### src/pcs_map.svh
// Purpose: offsets, field positions, reset values and timing counts of the control/status bank.
// Assumes: byte addresses on a 32-bit Avalon-MM slave, one register per aligned word.
// Notes: definitions only.
`ifndef PCS_MAP_SVH
`define PCS_MAP_SVH

// ----------------------------------------
// register offsets (byte addresses)
// ----------------------------------------
`define PCS_OFF_ARITH 8'h00
`define PCS_OFF_NIB1 8'h04
`define PCS_OFF_NIB2 8'h08
`define PCS_OFF_PANEL 8'h0c
`define PCS_OFF_MEMERR 8'h10
`define PCS_OFF_BCOND 8'h14
`define PCS_OFF_MSIZE 8'h18
`define PCS_OFF_TAPE 8'h1c
`define PCS_OFF_IODATA 8'h20
`define PCS_OFF_IOCMD 8'h24
`define PCS_OFF_MODE 8'h28
`define PCS_OFF_BASE 8'h2c
`define PCS_OFF_LIMIT 8'h30
`define PCS_OFF_IRMOVE 8'h34

// ----------------------------------------
// field positions
// ----------------------------------------
`define PCS_CARRY_BIT 7
`define PCS_UNIT_BIT 5
`define PCS_LEN_MSB 4
`define PCS_LEN_LSB 0
`define PCS_BCOND_CARRY_BIT 2
`define PCS_STATE_LAMP_BIT 3
`define PCS_RTC_BIT 2
`define PCS_SRQ_BIT 1
`define PCS_PSW_BIT 0
`define PCS_MERR_BIT 3
`define PCS_OVR_BIT 2
`define PCS_OOB_RD_BIT 1
`define PCS_OOB_WR_BIT 0
`define PCS_MODE_TAPE_BIT 0
`define PCS_MODE_LOST_BIT 1
`define PCS_MODE_VALID_BIT 2

// ----------------------------------------
// synchroniser lanes
// ----------------------------------------
`define PCS_SYNC_W 6
`define PCS_SI_MAINS 0
`define PCS_SI_SEL60 1
`define PCS_SI_SRQ 2
`define PCS_SI_PSW 3
`define PCS_SI_TBIT 4
`define PCS_SI_TSTB 5

// ----------------------------------------
// reset values and constants
// ----------------------------------------
`define PCS_BLK_RESET 4'hf
`define PCS_OE_N_RESET 1'b1
`define PCS_MSIZE_LOW_ZERO 16'h0000
`define PCS_TAPE_WORD_BITS 5'h10
`define PCS_BUS_SETTLE 2'h2

// ----------------------------------------
// timing
// ----------------------------------------
`define PCS_RESP_GAP_CLK 4'h8
`define PCS_CMD_AFTER_RESP_CLK 4'h4
`define PCS_GAP_SAT 4'hf
`define PCS_RTC_PERIOD_MS 100
`define PCS_MS_PER_S 1000
`define PCS_MAINS_50_HZ 50
`define PCS_MAINS_60_HZ 60

`endif

### src/pcs_pkg.sv
// Purpose: types of the control/status bank.
// Assumes: used with pcs_map.svh.
// Notes: whole module state is one packed struct.
package pcs_pkg;

  typedef enum logic [2:0] {
    PH_IDLE,
    PH_DONE,
    PH_RD_TAPE,
    PH_RESP_WR,
    PH_RESP_RD,
    PH_CAP,
    PH_CMD
  } pcs_phase_t;

  typedef struct packed {
    logic [7:0] arith;
    logic [3:0] gen1;
    logic [3:0] gen2;
    logic [3:0] pif;
    logic [3:0] mef;
    logic [3:0] blk_pif;
    logic [3:0] blk_mef;
    logic [23:0] base;
    logic [23:0] limit;
    logic tape_mode;
    logic lost;
    logic [15:0] col_sh;
    logic [4:0] col_cnt;
    logic [15:0] col_word;
    logic col_valid;
    logic [23:0] or_pend;
    logic [23:0] ir;
    logic ir_stb;
    logic [23:0] bus_out;
    logic bus_oe_n;
    logic resp_stb;
    logic cmd_stb;
    logic [3:0] since_resp;
    logic [2:0] rtc_cnt;
    logic [5:0] s1;
    logic [5:0] s2;
    logic [5:0] s3;
    logic [5:0] st;
    logic [23:0] b1;
    logic [23:0] b2;
    logic [23:0] b3;
    logic [1:0] cap_wait;
    pcs_phase_t phase;
    logic [31:0] rdata;
  } pcs_state_t;

endpackage

### src/pcs_ctrl_regs.sv
// Purpose: control register sections, flag nibbles, tape collector and I/O bus ports.
// Assumes: 200 MHz REF_CLK_I, synchronous active-high RST_I acting as panel clear.
// Notes: every bus access takes at least one wait cycle; readdata comes from a flop.
//
// The placing of the registers and the Avalon-MM interface to the registers were chosen for this implementation.
`timescale 1ns/1ps
`include "pcs_map.svh"

module pcs_ctrl_regs #(
  parameter logic [7:0] MEM_SIZE_UNITS = 8'h10
) (
  input wire logic REF_CLK_I, // 200 MHz clock
  input wire logic RST_I, // panel clear, sync high
  input wire logic [7:0] AVS_ADDRESS_I, // byte address
  input wire logic AVS_READ_I, // read request
  input wire logic AVS_WRITE_I, // write request
  input wire logic [31:0] AVS_WRITEDATA_I, // write data
  input wire logic [3:0] AVS_BYTEENABLE_I, // byte lanes
  output logic [31:0] AVS_READDATA_O, // read data
  output logic AVS_WAITREQUEST_O, // stall
  output logic CARRY_FLAG_O, // carry flag
  output logic UNIT_BCD_O, // 1: decimal unit
  output logic [4:0] OPERAND_LENGTH_O, // operand length
  output logic STATE_LAMP_O, // console state lamp
  output logic INT_LAMP_O, // interrupt switch lamp
  input wire logic MAINS_TICK_I, // mains-derived clock pin
  input wire logic MAINS_60HZ_I, // 1: 60 Hz mains
  input wire logic SRQ_I, // shared service request
  input wire logic PANEL_INT_SW_I, // panel interrupt switch
  input wire logic [7:0] MEM_ERR_EVENTS_I, // error event pulses
  input wire logic MEM_ACC_I, // memory access pulse
  input wire logic MEM_WR_I, // 1: write or swap
  input wire logic [23:0] FIELD_ADDRESS_I, // access address
  output logic MEM_WRITE_ALLOW_O, // write may proceed
  input wire logic TAPE_BIT_I, // cassette data bit
  input wire logic TAPE_STB_I, // cassette bit clock
  output logic [23:0] INSTR_WORD_O, // word to instruction reg
  output logic INSTR_STB_O, // instruction word pulse
  input wire logic [23:0] IO_BUS_I, // bus lines in
  output logic [23:0] IO_BUS_O, // bus lines out
  output logic IO_BUS_OE_N_O, // low while driving
  output logic RESP_STROBE_O, // response strobe
  output logic CMD_STROBE_O // command strobe
);

  // ----------------------------------------
  // helpers
  // ----------------------------------------
  function automatic logic [31:0] be_merge(input logic [31:0] old, input logic [31:0] wd,
                                           input logic [3:0] be);
    logic [31:0] m;
    m = {{8{be[3]}}, {8{be[2]}}, {8{be[1]}}, {8{be[0]}}};
    return (old & ~m) | (wd & m);
  endfunction

  function automatic logic gap_ok(input logic [3:0] since, input logic [3:0] need);
    return since >= need;
  endfunction

  pcs_pkg::pcs_state_t q;
  pcs_pkg::pcs_state_t d;
  logic req;
  logic oob;

  assign oob = (FIELD_ADDRESS_I < q.base) || (FIELD_ADDRESS_I > q.limit);
  assign req = AVS_READ_I || AVS_WRITE_I;

  // ----------------------------------------
  // next state
  // ----------------------------------------
  always_comb begin
    logic mains_edge;
    logic tstb_edge;
    logic word_done;
    logic lost_clr;
    logic [2:0] rtc_ticks;
    logic [3:0] set_pif;
    logic [3:0] set_mef;
    logic [15:0] new_sh;
    logic [31:0] wm;
    mains_edge = 1'b0;
    tstb_edge = 1'b0;
    word_done = 1'b0;
    lost_clr = 1'b0;
    rtc_ticks = '0;
    set_pif = '0;
    set_mef = '0;
    new_sh = '0;
    wm = '0;

    d = q;
    d.ir_stb = 1'b0;
    d.resp_stb = 1'b0;
    d.cmd_stb = 1'b0;
    d.bus_oe_n = `PCS_OE_N_RESET;
    d.blk_pif = '0;
    d.blk_mef = '0;

    // pins: three flops, accept when stages two and three agree
    d.s1 = {TAPE_STB_I, TAPE_BIT_I, PANEL_INT_SW_I, SRQ_I, MAINS_60HZ_I, MAINS_TICK_I};
    d.s2 = q.s1;
    d.s3 = q.s2;
    for (int i = 0; i < `PCS_SYNC_W; i++) begin
      if (q.s2[i] == q.s3[i]) begin
        d.st[i] = q.s3[i];
      end
    end
    d.b1 = IO_BUS_I;
    d.b2 = q.b1;
    d.b3 = q.b2;
    mains_edge = (q.s2[`PCS_SI_MAINS] == q.s3[`PCS_SI_MAINS]) && q.s3[`PCS_SI_MAINS] && !q.st[`PCS_SI_MAINS];
    tstb_edge = (q.s2[`PCS_SI_TSTB] == q.s3[`PCS_SI_TSTB]) && q.s3[`PCS_SI_TSTB] && !q.st[`PCS_SI_TSTB];

    if (q.since_resp != `PCS_GAP_SAT) begin
      d.since_resp = q.since_resp + 4'h1;
    end

    rtc_ticks = q.st[`PCS_SI_SEL60] ?
      3'((`PCS_RTC_PERIOD_MS * `PCS_MAINS_60_HZ) / `PCS_MS_PER_S) :
      3'((`PCS_RTC_PERIOD_MS * `PCS_MAINS_50_HZ) / `PCS_MS_PER_S);
    if (mains_edge) begin
      if (q.rtc_cnt + 3'h1 >= rtc_ticks) begin
        d.rtc_cnt = '0;
        set_pif[`PCS_RTC_BIT] = 1'b1;
      end else begin
        d.rtc_cnt = q.rtc_cnt + 3'h1;
      end
    end

    set_pif[`PCS_SRQ_BIT] = q.st[`PCS_SI_SRQ];
    set_pif[`PCS_PSW_BIT] = q.st[`PCS_SI_PSW];
    // any error event sets the error flag
    set_mef[`PCS_MERR_BIT] = |MEM_ERR_EVENTS_I;
    set_mef[`PCS_OOB_RD_BIT] = MEM_ACC_I && !MEM_WR_I && oob;
    set_mef[`PCS_OOB_WR_BIT] = MEM_ACC_I && MEM_WR_I && oob;
    // sets held off one clock after a clear
    d.pif = q.pif | (set_pif & ~q.blk_pif);
    d.mef = q.mef | (set_mef & ~q.blk_mef);
    // flags are stored; only the two lamp outputs and the write override read them

    // ----------------------------------------
    // bus access sequencer
    // ----------------------------------------
    unique case (q.phase)
      pcs_pkg::PH_IDLE: begin
        if (req) begin
          d.phase = pcs_pkg::PH_DONE;
          d.rdata = '0;
          // whole word address decoded, byte lane bits 1:0 ignored
          unique case (AVS_ADDRESS_I & ~8'h03)
            `PCS_OFF_ARITH: begin
              // carry, unit select, length in one byte
              wm = be_merge({24'h000000, q.arith}, AVS_WRITEDATA_I, AVS_BYTEENABLE_I);
              if (AVS_WRITE_I) begin
                d.arith = wm[7:0];
              end
              d.rdata = {24'h000000, q.arith};
            end
            `PCS_OFF_NIB1: begin
              wm = be_merge({28'h0000000, q.gen1}, AVS_WRITEDATA_I, AVS_BYTEENABLE_I);
              if (AVS_WRITE_I) begin
                d.gen1 = wm[3:0];
              end
              d.rdata = {28'h0000000, q.gen1};
            end
            `PCS_OFF_NIB2: begin
              wm = be_merge({28'h0000000, q.gen2}, AVS_WRITEDATA_I, AVS_BYTEENABLE_I);
              if (AVS_WRITE_I) begin
                d.gen2 = wm[3:0];
              end
              d.rdata = {28'h0000000, q.gen2};
            end
            `PCS_OFF_PANEL: begin
              wm = be_merge({28'h0000000, q.pif}, AVS_WRITEDATA_I, AVS_BYTEENABLE_I);
              // write wins, cleared bits blocked next clock
              if (AVS_WRITE_I) begin
                d.pif = wm[3:0];
                d.blk_pif = ~wm[3:0];
              end
              d.rdata = {28'h0000000, q.pif};
            end
            `PCS_OFF_MEMERR: begin
              wm = be_merge({28'h0000000, q.mef}, AVS_WRITEDATA_I, AVS_BYTEENABLE_I);
              // error bit also writable by software
              if (AVS_WRITE_I) begin
                d.mef = wm[3:0];
                d.blk_mef = ~wm[3:0];
              end
              d.rdata = {28'h0000000, q.mef};
            end
            `PCS_OFF_BCOND: begin
              // carry mirror, other bits belong elsewhere
              d.rdata[`PCS_BCOND_CARRY_BIT] = q.arith[`PCS_CARRY_BIT];
            end
            `PCS_OFF_MSIZE: begin
              d.rdata = {8'h00, MEM_SIZE_UNITS, `PCS_MSIZE_LOW_ZERO};
            end
            `PCS_OFF_TAPE: begin
              // stall until a word is present
              if (AVS_READ_I) begin
                if (!q.tape_mode && q.col_valid) begin
                  d.rdata = {16'h0000, q.col_word};
                  d.col_valid = 1'b0;
                end else begin
                  d.phase = pcs_pkg::PH_RD_TAPE;
                end
              end
            end
            `PCS_OFF_IODATA: begin
              if (AVS_WRITE_I) begin
                d.bus_out = AVS_WRITEDATA_I[23:0];
                d.phase = pcs_pkg::PH_RESP_WR;
              end else begin
                d.phase = pcs_pkg::PH_RESP_RD;
              end
            end
            `PCS_OFF_IOCMD: begin
              // read is a no-operation returning zero
              if (AVS_WRITE_I) begin
                d.bus_out = AVS_WRITEDATA_I[23:0];
                d.phase = pcs_pkg::PH_CMD;
              end
            end
            `PCS_OFF_MODE: begin
              if (AVS_WRITE_I && AVS_BYTEENABLE_I[0]) begin
                d.tape_mode = AVS_WRITEDATA_I[`PCS_MODE_TAPE_BIT];
                lost_clr = AVS_WRITEDATA_I[`PCS_MODE_LOST_BIT];
              end
              d.rdata[`PCS_MODE_TAPE_BIT] = q.tape_mode;
              d.rdata[`PCS_MODE_LOST_BIT] = q.lost;
              d.rdata[`PCS_MODE_VALID_BIT] = q.col_valid;
            end
            `PCS_OFF_BASE: begin
              wm = be_merge({8'h00, q.base}, AVS_WRITEDATA_I, AVS_BYTEENABLE_I);
              if (AVS_WRITE_I) begin
                d.base = wm[23:0];
              end
              d.rdata = {8'h00, q.base};
            end
            `PCS_OFF_LIMIT: begin
              wm = be_merge({8'h00, q.limit}, AVS_WRITEDATA_I, AVS_BYTEENABLE_I);
              if (AVS_WRITE_I) begin
                d.limit = wm[23:0];
              end
              d.rdata = {8'h00, q.limit};
            end
            `PCS_OFF_IRMOVE: begin
              // accumulate data for the next instruction
              if (AVS_WRITE_I) begin
                d.or_pend = q.or_pend | AVS_WRITEDATA_I[23:0];
              end
              d.rdata = {8'h00, q.or_pend};
            end
            default: begin
              d.rdata = '0;
            end
          endcase
        end
      end
      pcs_pkg::PH_RD_TAPE: begin
        // run mode delivers once the collector fills
        if (!q.tape_mode && q.col_valid) begin
          d.rdata = {16'h0000, q.col_word};
          d.col_valid = 1'b0;
          d.phase = pcs_pkg::PH_DONE;
        end
      end
      pcs_pkg::PH_RESP_WR: begin
        if (gap_ok(q.since_resp, `PCS_RESP_GAP_CLK)) begin
          d.resp_stb = 1'b1;
          d.bus_oe_n = 1'b0;
          d.since_resp = 4'h1;
          d.phase = pcs_pkg::PH_DONE;
        end
      end
      pcs_pkg::PH_RESP_RD: begin
        if (gap_ok(q.since_resp, `PCS_RESP_GAP_CLK)) begin
          d.resp_stb = 1'b1;
          d.since_resp = 4'h1;
          d.cap_wait = `PCS_BUS_SETTLE;
          d.phase = pcs_pkg::PH_CAP;
        end
      end
      pcs_pkg::PH_CAP: begin
        // bus lines pass the synchroniser before capture
        if (q.cap_wait != 2'h0) begin
          d.cap_wait = q.cap_wait - 2'h1;
        end else if (q.b2 == q.b3) begin
          d.rdata = {8'h00, q.b3};
          d.phase = pcs_pkg::PH_DONE;
        end
      end
      pcs_pkg::PH_CMD: begin
        // hold command strobe off after a response
        if (gap_ok(q.since_resp, `PCS_CMD_AFTER_RESP_CLK)) begin
          d.cmd_stb = 1'b1;
          d.bus_oe_n = 1'b0;
          d.phase = pcs_pkg::PH_DONE;
        end
      end
      pcs_pkg::PH_DONE: begin
        d.phase = pcs_pkg::PH_IDLE;
      end
      default: begin
        d.phase = pcs_pkg::PH_IDLE;
      end
    endcase

    // ----------------------------------------
    // tape collector
    // ----------------------------------------
    if (lost_clr) begin
      d.lost = 1'b0;
    end
    if (tstb_edge) begin
      new_sh = {q.col_sh[14:0], q.st[`PCS_SI_TBIT]};
      d.col_sh = new_sh;
      if (q.col_cnt + 5'h01 == `PCS_TAPE_WORD_BITS) begin
        d.col_cnt = '0;
        word_done = 1'b1;
      end else begin
        d.col_cnt = q.col_cnt + 5'h01;
      end
    end
    if (word_done) begin
      if (q.tape_mode) begin
        // a waiting read takes the word, else it executes
        if (q.phase == pcs_pkg::PH_RD_TAPE) begin
          d.rdata = {16'h0000, new_sh};
          d.phase = pcs_pkg::PH_DONE;
        end else begin
          // OR pending data into the instruction
          d.ir = {8'h00, new_sh} | q.or_pend;
          d.ir_stb = 1'b1;
          d.or_pend = '0;
        end
      end else begin
        // an untaken word is overwritten and lost
        if (d.col_valid) begin
          d.lost = 1'b1;
        end
        d.col_word = new_sh;
        d.col_valid = 1'b1;
      end
    end

    if (RST_I) begin
      d = '0;
      d.phase = pcs_pkg::PH_IDLE;
      // panel clear also blocks sets for one clock
      d.blk_pif = `PCS_BLK_RESET;
      d.blk_mef = `PCS_BLK_RESET;
      d.bus_oe_n = `PCS_OE_N_RESET;
      d.since_resp = `PCS_GAP_SAT;
    end
  end

  always_ff @(posedge REF_CLK_I) begin
    q <= d;
  end

  // ----------------------------------------
  // outputs
  // ----------------------------------------
  assign AVS_READDATA_O = q.rdata;
  assign AVS_WAITREQUEST_O = req && (q.phase != pcs_pkg::PH_DONE);
  assign CARRY_FLAG_O = q.arith[`PCS_CARRY_BIT];
  // only bit5 steers the unit, bit6 just stored
  assign UNIT_BCD_O = q.arith[`PCS_UNIT_BIT];
  assign OPERAND_LENGTH_O = q.arith[`PCS_LEN_MSB:`PCS_LEN_LSB];
  assign STATE_LAMP_O = q.pif[`PCS_STATE_LAMP_BIT];
  assign INT_LAMP_O = q.pif[`PCS_PSW_BIT];
  // override gates the write, not the flag
  assign MEM_WRITE_ALLOW_O = !oob || q.mef[`PCS_OVR_BIT];
  assign INSTR_WORD_O = q.ir;
  assign INSTR_STB_O = q.ir_stb;
  assign IO_BUS_O = q.bus_out;
  assign IO_BUS_OE_N_O = q.bus_oe_n;
  assign RESP_STROBE_O = q.resp_stb;
  assign CMD_STROBE_O = q.cmd_stb;

endmodule

### config.mk
export PLATFORM = sky130hd
export DESIGN_NAME = pcs_ctrl_regs
export DESIGN_NICKNAME = d
export VERILOG_FILES = /design/src/pcs_pkg.sv /design/src/pcs_ctrl_regs.sv
export VERILOG_INCLUDE_DIRS = /design/src
export SDC_FILE = /design/constraint.sdc
export NUM_CORES = 1
export LEC_CHECK = 0
export BUFFER_PORTS_ARGS = -buffer_cell sky130_fd_sc_hd__buf_2
export CAP_MARGIN = 25
export CORE_ASPECT_RATIO = 1.1
export CORE_MARGIN = 2
export CORE_UTILIZATION = 55
export DETAILED_ROUTE_END_ITERATION = 7
export HOLD_SLACK_MARGIN = 0.08
export PLACE_DENSITY = 0.77
export SLEW_MARGIN = 30
export SYNTH_ARGS = -nofsm -noshare
export SYNTH_HDL_FRONTEND = slang
export SYNTH_SLANG_ARGS = --single-unit
### constraint.sdc
create_clock -name REF_CLK_I -period 5.4 [get_ports REF_CLK_I]
set_input_delay 0.27 -clock REF_CLK_I [delete_from_list [all_inputs] [get_ports REF_CLK_I]]
set_output_delay 0.27 -clock REF_CLK_I [all_outputs]
set_load 0.005 [all_outputs]
==> results.ini <==
[logic_synthesis]
async_reset_ff_share_pct=0
synth-seq-cells=333
synthTopCellsByArea=dfxtp_1 (44%), nor2b_1 (5.1%), a21oi_1 (5.1%)
synth_area_mm2=0.0151
syn_nets=1933
synth_flop_cell=dfxtp_1
synth_common_cells=dfxtp_1 (333), nand2_1 (196), nor2_1 (179)
synthCells=1765
synth_edf_count=0
avgSynthCellArea_um2=8.57
synth_warnings=0
yosysSeqAreaShare_pct=44.1
synth.distinct_cells=71
yosysTopAreaCellShare_pct=44.1
synth.most_common_cell=dfxtp_1
synth_area_leader_cell=dfxtp_1

[floorplanning]
chipHeight_um=178
coreArea_mm2=0.0270
die_w_um=162
die_area_mm2=0.0288
initial_core_util_pct=55.9
io_pins=207
rows=63

[route]
num_vias=12700
first_pass_iters=5
wl_um=41400
viasPerCell=5.61
wl_per_cell_um=18.4
drc=0
ant_nets=0
dr.first_iter.drc_count=1105

[critical_path]
startpoint_type=register
crit_type=register to output pin
critPathArrivalTime_ps=3350
critical_path.endpoint_type=output pin
critical-path-top-delay-family=compound AO/OA/AOI/OAI gates
crit_fanout=5
slowest_stage=a2111oi_1
cp.required_ps=5130
cp.buffers_inverters=2
cp_slowest_stage_delay_ps=940
crit_chain=inv_1 > ha_1 > nand3_1 > or4_1 > a2111oi_1 > nor2_1 > a21o_1 > buf_2

[layout]
multi_input_area_mm2=0.00717
fin_nets=2037
seqCellArea_mm2=0.00667
area_delta_synth_final_pct=14.2
nFillCells=2259
drive_gt1_share_pct=15.4

[timing]
rsz0062_at_grt=no
hold_violations=0
setup_tns_ps=0
final.setup.worst_slack_ps=1780
layout_min_cycle_time_ps=3620
fmax_mhz=276
skew_ps=12.1
min_period_over_period_pct=67.0
slew_headroom_pct=30.6
tightest_slew_ps=1040
finalMaxSlewViolations=0
setup_viol=0

[placement]
portBuffers=195
hpwl_um=28800
gp_congestion=0.907
place_ws_ps=2190

[cts]
cts_made_buffers=35
post_cts_buffers=0
clkLatencyLatePin_ps=510
cts_resized=0
h-tree-depth=2
max-clock-path-buffers=3
root_buffer=clkbuf_16
cts_sinks=333
postCtsHoldBufs=49
clk_pin_slew_ps=70
cts_tree=done

[power_and_ir_drop]
combPwrFrac_pct=7.1
switching_share_pct=23.2
clkPwrFrac_pct=45.6
vdd_drop_max_v=0.000236
switchingPower_mw=1.24
power_density_mw_per_mm2=310
pwr-share-seq_pct=47.3
intPower_mw=4.12
total_leakage_power_nw=7.07

[global_routing]
antenna_found_initial=5
grt_pass1_vias=12100
grt-ovfl-total=0
grt_pass1_wl_um=64600
grt_max_degree=132
grt_usage_pct=28.2

[min_path]
hold_path.class=primary input to register

[outcome]
status=completed

[job]
cap_viol_max_count=0

## worst paths after layout
path,startpoint,endpoint,slack (ps),depth (start not counted)
max,register,MEM_WRITE_ALLOW_O,1780,8
min,AVS_WRITEDATA_I[7],register,110,3
max reg2reg,q[33],register,2240,5
min reg2reg,q[97],q[73],430,1
## worst register-to-register path: cells and delay by family (launching register included)
| family | cells | cell delay, ps |
|---|---|---|
| flops | 1 | 480 |
| mux | 1 | 280 |
| simple gates | 4 | 2260 |
## area by class of cell
class	count	area share (%)
Inverter	67	1.46
Tap cell	357	2.59
Timing Repair Buffer	254	9.00
Antenna cell	4	0.0580
Multi-Input combinational cell	1178	41.5
Clock inverter	12	0.724
Clock buffer	49	6.09
Sequential cell	333	38.6
## placed cells by master, fill, tap and decap left out, drive strengths merged, types with 48 or more instances in the layout
cell,count
buf,204
nor2b,124
nand2,196
nand3,48
a21oi,154
dlygate4sd3,49
dfxtp,333
clkbuf,50
mux2i,68
ha,56
inv,68
nor2,179
## routing by layer
metal  global-route usage (%)  vias up  share of wire, %
met3                     5.19      108               6.6
met2                     47.0      479                47
met1                     35.7     5923                42
met5                        0        -             0.031
met4                     12.5        2               4.3
li1                         -     6143                 -
## stage by stage
step                hold slack [ps]  instances  total power [mW]  util (%)  cell area [um^2]
finish                          107       2254              5.36      63.9             17300
global route                    102       2253              5.54      63.9             17300
CTS                            87.4       2250              5.38      63.8             17300
detailed placement              423       2140              2.94      57.7             15600
global placement                424       2139              2.92      57.6             15600
floorplan                       398       1765              2.81         -             15100
## cells by family (layout without fill, tap and decap cells)
logic type | count (synthesis) | after routing | share of synthesized area, %
buffers and inverters | 254 | 382 | 8.73
AO/OA/AOI/OAI | 329 | 329 | 13.5
adder cells (fa/ha/maj) | 56 | 56 | 4.63
multiplexers | 73 | 73 | 4.90
XOR/XNOR | 21 | 21 | 1.22
AND/OR/NAND/NOR | 699 | 699 | 22.9
other | 0 | 4 | 0
flip-flops | 333 | 333 | 44.1
## power by group through the flow
stage          Sequential, mW  Clock (mW)  Combinational [mW]
3_3_place_gp             2.59           0               0.331
4_1_cts                  2.54        2.47               0.374
5_1_grt                  2.54        2.57               0.417
6_report                 2.54        2.44               0.380
2_1_floorplan            2.58           0               0.235
3_5_place_dp             2.59           0               0.344
Power figures use the tool's default switching activity.
